## src/resr_defs.vh

```
// Purpose: constants of the regulator enable and status register group
// Assumes: 200 MHz sys_clk
// Notes: offsets are byte addresses on the register port
`ifndef RESR_DEFS_VH
`define RESR_DEFS_VH
// ----------------------------------------
// register offsets
// ----------------------------------------
`define RESR_ADDR_RAIL_ENABLE 8'h08
`define RESR_ADDR_DISCHARGE 8'h09
`define RESR_ADDR_SENSE 8'h0a
`define RESR_ADDR_EVENT 8'h0b
// ----------------------------------------
// reset values
// ----------------------------------------
`define RESR_RST_RAIL_ENABLE 8'h80
`define RESR_RST_DISCHARGE 8'h3f
`define RESR_RST_SENSE 8'h04
`define RESR_RST_EVENT 8'h00
// ----------------------------------------
// field positions
// ----------------------------------------
`define RESR_BIT_LEVEL_SEL 7
`define RESR_BIT_BUCK 5
`define RESR_POLICY_HI 7
`define RESR_POLICY_LO 6
`define RESR_POLICY_RESET 2'h0
`define RESR_POLICY_KEEP 2'h1
`define RESR_POLICY_NONE 2'h2
// ----------------------------------------
// timing
// ----------------------------------------
`define RESR_CLK_MHZ 200
`define RESR_SEQ_SLOT_US 128
`define RESR_SEQ_SLOT_CYC (`RESR_SEQ_SLOT_US * `RESR_CLK_MHZ)
`define RESR_SEQ_SLOTS 16
`define RESR_SEQ_LAST_SLOT 5'h0f
`endif

```

## src/resr_regs.v

```verilog
// Purpose: rail enable, discharge, sense and event registers of the regulator block
// Assumes: register port and sense inputs synchronous to sys_clk
// Notes: serial protocol lives outside; rd/wr are one-cycle strobes
//
// Functional notes
// bit 7 picks buck level one or two
// bit 5 switches the buck on
// bits 4..0 switch linear regulators on
// thermal policy 10 means no restart
// policy 01 restarts, keeps register contents
// policy 00 resets registers, then restarts
// discharge bit 5 enables buck discharge
// discharge bits 4..0 enable linear discharge
// undervoltage sense with hysteresis release
// sequence sense low only while sequencing
// shutdown sense follows over-temperature comparator
// warning sense follows warning comparator
// undervoltage event on either edge
// sequence event on rising edge only
// thermal events on either edge
// sequence ends sixteen 128 us slots after enable
// event read returns flags, clears them
// spare bits read zero, read-only writes ignored
`timescale 1ns/1ps
`default_nettype none
`include "resr_defs.vh"
module resr_regs #(
    parameter SLOT_CYC = `RESR_SEQ_SLOT_CYC
) (
    input wire sys_clk, // 200 MHz clock
    input wire rst_n, // async reset, low
    input wire [7:0] reg_addr, // register offset
    input wire [7:0] reg_wdata, // write data
    input wire reg_wr, // write strobe
    input wire reg_rd, // read strobe
    output reg [7:0] reg_rdata, // read data, valid cycle after reg_rd
    input wire hw_enable_pin, // hardware enable
    input wire uv_below, // supply below lockout threshold
    input wire uv_above_hyst, // supply above threshold plus hysteresis
    input wire temp_over_shutdown, // die over shutdown threshold
    input wire temp_over_warning, // die over warning threshold
    output reg buck_level_select, // 1 level one, 0 level two
    output reg buck_on, // buck converter enable
    output reg [4:0] linear_reg_on, // linear regulators 5..1 enable
    output reg buck_discharge_on, // buck active discharge
    output reg [4:0] linear_reg_discharge_on, // linear 5..1 discharge
    output reg sequencing // power-up sequence running
);
    // ----------------------------------------
    // state
    // ----------------------------------------
    reg [7:0] rail_enable_ctrl;
    reg [7:0] discharge_rearm_ctrl;
    reg undervoltage_sense;
    reg overtemp_shutdown_sense;
    reg overtemp_warning_sense;
    reg seq_run;
    reg [14:0] slot_cnt;
    reg [4:0] slot_num;
    reg hw_prev;
    reg tsd_prev;
    reg no_restart;
    wire sequence_done_sense;
    wire slot_tick;
    wire tsd_end;
    wire [1:0] policy;
    wire ev_read;
    wire undervoltage_event;
    wire sequence_done_event;
    wire overtemp_shutdown_event;
    wire overtemp_warning_event;
    wire [7:0] sense_word;
    wire [7:0] event_word;

    // ----------------------------------------
    // sequence timing limits
    // ----------------------------------------
    localparam [31:0] SLOT_LAST_FULL = SLOT_CYC - 1;
    localparam [14:0] SLOT_LAST = SLOT_LAST_FULL[14:0]; // 15 bits hold the longest slot

    assign policy = discharge_rearm_ctrl[`RESR_POLICY_HI:`RESR_POLICY_LO];
    assign tsd_end = tsd_prev & ~overtemp_shutdown_sense;
    assign sequence_done_sense = ~seq_run;
    assign slot_tick = seq_run && (slot_cnt == SLOT_LAST);
    assign ev_read = reg_rd && (reg_addr == `RESR_ADDR_EVENT);

    // ----------------------------------------
    // live sense flags
    // ----------------------------------------
    always @(posedge sys_clk or negedge rst_n) begin
        if (!rst_n) begin
            undervoltage_sense <= 1'b0;
            overtemp_shutdown_sense <= 1'b0;
            overtemp_warning_sense <= 1'b0;
            tsd_prev <= 1'b0;
        end else begin
            if (uv_below) begin
                undervoltage_sense <= 1'b1;
            end else if (uv_above_hyst) begin
                undervoltage_sense <= 1'b0;
            end
            overtemp_shutdown_sense <= temp_over_shutdown;
            overtemp_warning_sense <= temp_over_warning;
            tsd_prev <= overtemp_shutdown_sense;
        end
    end

    // ----------------------------------------
    // power-up sequence timer
    // ----------------------------------------
    always @(posedge sys_clk or negedge rst_n) begin
        if (!rst_n) begin
            hw_prev <= 1'b0;
            seq_run <= 1'b0;
            slot_cnt <= 15'h0000;
            slot_num <= 5'h00;
            no_restart <= 1'b0;
        end else begin
            hw_prev <= hw_enable_pin;
            if (!hw_enable_pin) begin
                seq_run <= 1'b0;
                no_restart <= 1'b0;
            end else if (tsd_end && policy == `RESR_POLICY_NONE) begin
                // refused re-arm holds rails off until the pin drops
                no_restart <= 1'b1;
                // policy 11 restarts nothing and resets nothing
            end else if ((!hw_prev && !no_restart) || (tsd_end && policy != `RESR_POLICY_NONE
                         && policy != 2'h3)) begin
                seq_run <= 1'b1;
                slot_cnt <= 15'h0000;
                slot_num <= 5'h00;
            end else if (slot_tick) begin
                slot_cnt <= 15'h0000;
                if (slot_num == `RESR_SEQ_LAST_SLOT) begin
                    seq_run <= 1'b0;
                end
                slot_num <= slot_num + 5'h01;
            end else if (seq_run) begin
                slot_cnt <= slot_cnt + 15'h0001;
            end
        end
    end

    // ----------------------------------------
    // control registers
    // ----------------------------------------
    always @(posedge sys_clk or negedge rst_n) begin
        if (!rst_n) begin
            rail_enable_ctrl <= `RESR_RST_RAIL_ENABLE;
            discharge_rearm_ctrl <= `RESR_RST_DISCHARGE;
        end else if (tsd_end && policy == `RESR_POLICY_RESET) begin
            // a shutdown end with policy 00 beats a host write
            rail_enable_ctrl <= `RESR_RST_RAIL_ENABLE;
            discharge_rearm_ctrl <= `RESR_RST_DISCHARGE;
        end else if (reg_wr) begin
            if (reg_addr == `RESR_ADDR_RAIL_ENABLE) begin
                rail_enable_ctrl <= reg_wdata & 8'hbf;
            end
            if (reg_addr == `RESR_ADDR_DISCHARGE) begin
                discharge_rearm_ctrl <= reg_wdata;
            end
        end
    end

    // ----------------------------------------
    // event flags
    // ----------------------------------------
    resr_event_latch #(.DUAL_EDGE(1)) u_ev_uv (
        .sys_clk(sys_clk), .rst_n(rst_n), .sense(undervoltage_sense),
        .clear(ev_read), .flag(undervoltage_event)
    );
    // sequence sense idles high, so no false edge after reset
    resr_event_latch #(.DUAL_EDGE(0), .SENSE_IDLE(1)) u_ev_seq (
        .sys_clk(sys_clk), .rst_n(rst_n), .sense(sequence_done_sense),
        .clear(ev_read), .flag(sequence_done_event)
    );
    resr_event_latch #(.DUAL_EDGE(1)) u_ev_tsd (
        .sys_clk(sys_clk), .rst_n(rst_n), .sense(overtemp_shutdown_sense),
        .clear(ev_read), .flag(overtemp_shutdown_event)
    );
    resr_event_latch #(.DUAL_EDGE(1)) u_ev_warn (
        .sys_clk(sys_clk), .rst_n(rst_n), .sense(overtemp_warning_sense),
        .clear(ev_read), .flag(overtemp_warning_event)
    );

    assign sense_word = {4'h0, undervoltage_sense, sequence_done_sense,
                         overtemp_shutdown_sense, overtemp_warning_sense};
    assign event_word = {4'h0, undervoltage_event, sequence_done_event,
                         overtemp_shutdown_event, overtemp_warning_event};

    // ----------------------------------------
    // read port and outputs
    // ----------------------------------------
    always @(posedge sys_clk or negedge rst_n) begin
        if (!rst_n) begin
            reg_rdata <= 8'h00;
            buck_level_select <= 1'b1;
            buck_on <= 1'b0;
            linear_reg_on <= 5'h00;
            buck_discharge_on <= 1'b1;
            linear_reg_discharge_on <= 5'h1f;
            sequencing <= 1'b0;
        end else begin
            if (reg_rd) begin
                case (reg_addr)
                    `RESR_ADDR_RAIL_ENABLE: reg_rdata <= rail_enable_ctrl;
                    `RESR_ADDR_DISCHARGE: reg_rdata <= discharge_rearm_ctrl;
                    `RESR_ADDR_SENSE: reg_rdata <= sense_word;
                    `RESR_ADDR_EVENT: reg_rdata <= event_word;
                    default: reg_rdata <= 8'h00;
                endcase
            end
            buck_level_select <= rail_enable_ctrl[`RESR_BIT_LEVEL_SEL];
            // rails held off in shutdown and after a refused re-arm
            buck_on <= rail_enable_ctrl[`RESR_BIT_BUCK] & hw_enable_pin
                       & ~overtemp_shutdown_sense & ~no_restart;
            linear_reg_on <= rail_enable_ctrl[4:0] & {5{hw_enable_pin & ~overtemp_shutdown_sense
                             & ~no_restart}};
            buck_discharge_on <= discharge_rearm_ctrl[`RESR_BIT_BUCK];
            linear_reg_discharge_on <= discharge_rearm_ctrl[4:0];
            sequencing <= seq_run;
        end
    end
endmodule
`default_nettype wire

```

## src/resr_event_latch.v

```verilog
// Purpose: sticky event flag on an edge of a sense bit
// Assumes: sense is already synchronous
// Notes: a new edge wins over a clear in the same cycle
`timescale 1ns/1ps
`default_nettype none
module resr_event_latch #(
    parameter DUAL_EDGE = 1,
    parameter SENSE_IDLE = 0
) (
    input wire sys_clk, // clock
    input wire rst_n, // async reset, low
    input wire sense, // live sense bit
    input wire clear, // clear by read
    output reg flag // latched event
);
    reg sense_prev;
    wire edge_seen;

    assign edge_seen = (DUAL_EDGE != 0) ? (sense ^ sense_prev) : (sense & ~sense_prev);

    always @(posedge sys_clk or negedge rst_n) begin
        if (!rst_n) begin
            sense_prev <= (SENSE_IDLE != 0);
            flag <= 1'b0;
        end else begin
            sense_prev <= sense;
            flag <= edge_seen | (flag & ~clear);
        end
    end
endmodule
`default_nettype wire

```

## config.mk

```make
export PLATFORM = sky130hd
export DESIGN_NAME = resr_regs
export DESIGN_NICKNAME = d
export VERILOG_FILES = /design/src/resr_regs.v /design/src/resr_event_latch.v
export VERILOG_INCLUDE_DIRS = /design/src
export SDC_FILE = /design/constraint.sdc
export NUM_CORES = 1
export LEC_CHECK = 0
export CORE_MARGIN = 4
export CORE_UTILIZATION = 25
export DETAILED_ROUTE_END_ITERATION = 8
export DONT_BUFFER_PORTS = 1
export MAX_ROUTING_LAYER = met4
export PLACE_DENSITY = 0.39
export RECOVER_POWER = 100
export SLEW_MARGIN = 20
export SYNTH_ARGS = -nofsm -noshare
export SYNTH_HDL_FRONTEND = slang
export SYNTH_SLANG_ARGS = --single-unit
```

## constraint.sdc

```tcl
create_clock -name sys_clk -period 5.75 [get_ports sys_clk]
set_input_delay 0.575 -clock sys_clk [delete_from_list [all_inputs] [get_ports sys_clk]]
set_output_delay 0.575 -clock sys_clk [all_outputs]
set_load 0.005 [all_outputs]
```

==> run summary <==
Power Density -> 319 nW/µm²
Top area cells in the synthesized netlist -> dfrtp_1, dfstp_2, nand2_1
Crit Path Category -> input port to asynchronous set/reset pin
Gr usage total -> 10.8%
Clock sink count -> 71
Top cell type's share of synthesized area -> 45.5%
CP top delay family -> buffers and inverters
Initial DRC Count -> 94
CTS Buf Count -> 9
Syn Inst Count -> 288
Layout fillers -> 1273
Status -> complete, but fails checks
Fin. max-slew vios -> 57
Pin count of the biggest net entering global routing -> 57
Worst reg-to-reg setup slack -> 3.17 ns
Drt first pass iters -> 5
Clock Path Buffers -> 2
Complex-gate fraction of the synthesized area -> 8.40%
Hold Fails Final Rpt -> 0
Via density -> 4.42
Cell taking the most area after synthesis -> dfrtp_1
Avg Cell Area, Syn -> 10.7 µm²
Worst Setup End Kind -> asynchronous set/reset pin
Clk Latency, worst-skew pair -> 0.33 ns
Storage element area -> 1800 µm²
H-tree depth -> 3
Crit path DAT -> 2.77 ns
Setup_tns -> 0 ns
R2R Path End -> slot_cnt[10]
Number of global-route vias before repair -> 2109
CTS clk-pin slew, worst paths -> 0.06 ns
R2r startpoint -> slot_cnt[0]
Most common cell in the synthesized netlist -> dfrtp_1
Min-delay worst type -> input port to asynchronous set/reset pin
Synth Register Bits -> 71
Yosys warnings -> 0
Failing checks -> max-capacitance violations, max-slew violations
Die area -> 14200 µm²
Max Cap Viol -> 1
Initial antenna violation count -> 0
Mux share of post-synthesis cell area -> 3.90%
RD Place Congestion -> 0.754
Worst setup SP type -> input port
Post-Synthesis Cell Area -> 3080 µm²
Detailed Place HPWL -> 4.58 mm
# diodes -> 0
Grt total ovfl -> 0
Starting Density -> 25.6%
Endpoints failing setup -> 0
Die width -> 119 µm
Drt drc -> 0
Maximum vdd ir drop -> 132 µV
Height of the die -> 119 µm
Fmax -> 330 MHz
Tmin final -> 3.03 ns
Final net count -> 318
I/O Buffers -> 0
CP peak stage delay -> 2.16 ns
Register area share after synthesis -> 58.2%
Post-Route Skew -> 0.00604 ns
Share of layout cells above drive strength 1 -> 9.52%
Vias -> 2041
Final worst path period share -> 52.7%
Routed length per instance -> 14.9 µm
Post-synth EDFFs -> 0
Ys async rst share -> 100%
Routed Antenna Nets -> 0
Rel. slew slack -> -107%
RSZ-0062 raised after global routing -> no
R2R depth -> 5
Multi-input logic area -> 1150 µm²
Worst slew pin tran -> 3.10 ns
Crit-path cells -> clkbuf_1
Adder-Cell Fraction of Synth Area -> 1.62%
Rows -> 40
Core region area -> 12100 µm²
Distinct cells, synth -> 45
Main flop type after synthesis -> dfrtp_1
Final core utilization -> 29.3%
Boundary Pins -> 47
Simple-Gate Fraction of Synth Area -> 20.1%
First-pass GRT wire length -> 11.6 mm
Layout area overhead -> 14.4%
CTS tree -> done
Post-synthesis xor/xnor area fraction -> 3.69%
CP max-delay cell -> clkbuf_1
CP required -> 5.49 ns
Worst path bufs/invs -> 1
Post-synth top cells -> dfrtp_1, nand2_1, nor2_1, inv_1, o21ai_0
CTS resizes -> 0
WL final -> 6.87 mm
P_leak -> 1.49 nW
Largest family of logic cells by synthesized area -> simple AND/OR/NAND/NOR gates
Syn_nets -> 317
Root buf cell -> clkbuf_16
Critical path peak fanout -> 56
-- area by class of cell --
cell class | count | area share [%]
sequential | 71 | 50.9
multi-input combinational | 187 | 32.6
clock buffer | 11 | 6.88
tap | 168 | 5.96
inverter | 19 | 2.02
clock inverter | 5 | 1.60
timing repair buffer | 1 | 0.106
-- worst max-delay path by stage --
stage | endpoint | start | depth (start not counted)
floorplan | discharge_rearm_ctrl[6] | reg_addr[2] | 6
global placement | slot_cnt[10] | slot_cnt[0] | 5
detailed placement | discharge_rearm_ctrl[4] | reg_addr[2] | 5
CTS | slot_cnt[6] | overtemp_shutdown_sense | 7
global route | slot_cnt[8] | rst_n | 1
finish | discharge_rearm_ctrl[7] | rst_n | 1
-- routing by layer --
layer | global-route usage [%] | wire length, µm | vias up | part of all wire (%)
li1 | - | - | 999 | -
met4 | 4.13 | 92 | 0 | 1.3
met2 | 15.8 | 3100 | 55 | 45
met3 | 4.46 | 523 | 7 | 7.6
met5 | - | 0 | - | 0
met1 | 13.3 | 3160 | 980 | 46
-- power by group --
part / total [mW] / switching, mW / internal, mW
sequential: 0.522 / 0.00988 / 0.512
combinational: 0.0478 / 0.0316 / 0.0162
clock: 0.555 / 0.207 / 0.347
-- state kept, by name (all words and copies together) (netlist names), 5 cells and up --
| register | cells |
|---|---|
| slot_cnt | 15 |
| discharge_rearm_ctrl | 8 |
| reg_rdata | 8 |
| rail_enable_ctrl | 7 |
| linear_reg_discharge_on | 5 |
| linear_reg_on | 5 |
| slot_num | 5 |
-- cell families (layout without fill, tap and decap cells) --
logic type | Yosys count | after routing
and+or+nand+nor | 119 | 119
DFF | 71 | 71
xor gates and xnor gates | 13 | 13
buffers and inverters | 30 | 36
adders and majority gates | 4 | 4
AOI/OAI and AO/OA | 44 | 44
muxes | 7 | 7
-- per-stage QoR --
stage / instances / total power [mW] / worst slack [ns] / hold slack [ns] / cell area [µm²]
after floorplan: 288 / 0.564 / 3.65 / 0.279 / 3080
final: 462 / 1.12 / 2.72 / 0.0806 / 3530
after global placement: 445 / 0.572 / 3.09 / 0.281 / 3240
after detailed placement: 445 / 0.573 / 3.20 / 0.281 / 3250
after CTS: 462 / 1.15 / 3.49 / 0.0619 / 3570
after global routing: 462 / 1.18 / 1.90 / 0.0579 / 3530
-- what timing repair did --
item | in CTS | in global routing
hold endpoints to repair | 56 | 0
hold buffers | 1 | 0
setup buffers | 0 | 0
-- cell usage in the layout, fill, tap and decap left out, types with 3 or more instances in the layout --
cell       count
nor2_1        23
and3_1         5
o21ai_0       18
dfstp_2        6
ha_1           4
nand2_1       36
xnor2_1        4
dfstp_1        9
mux2i_1        3
nand3_1       14
clkbuf_16      9
inv_1         19
o22ai_1        7
nor3_1         9
xor2_1         9
mux4_2         4
dfrtp_1       56
a21oi_1        9
nand4_1        8
and2_0         6
(Power assumes the default switching activity.)
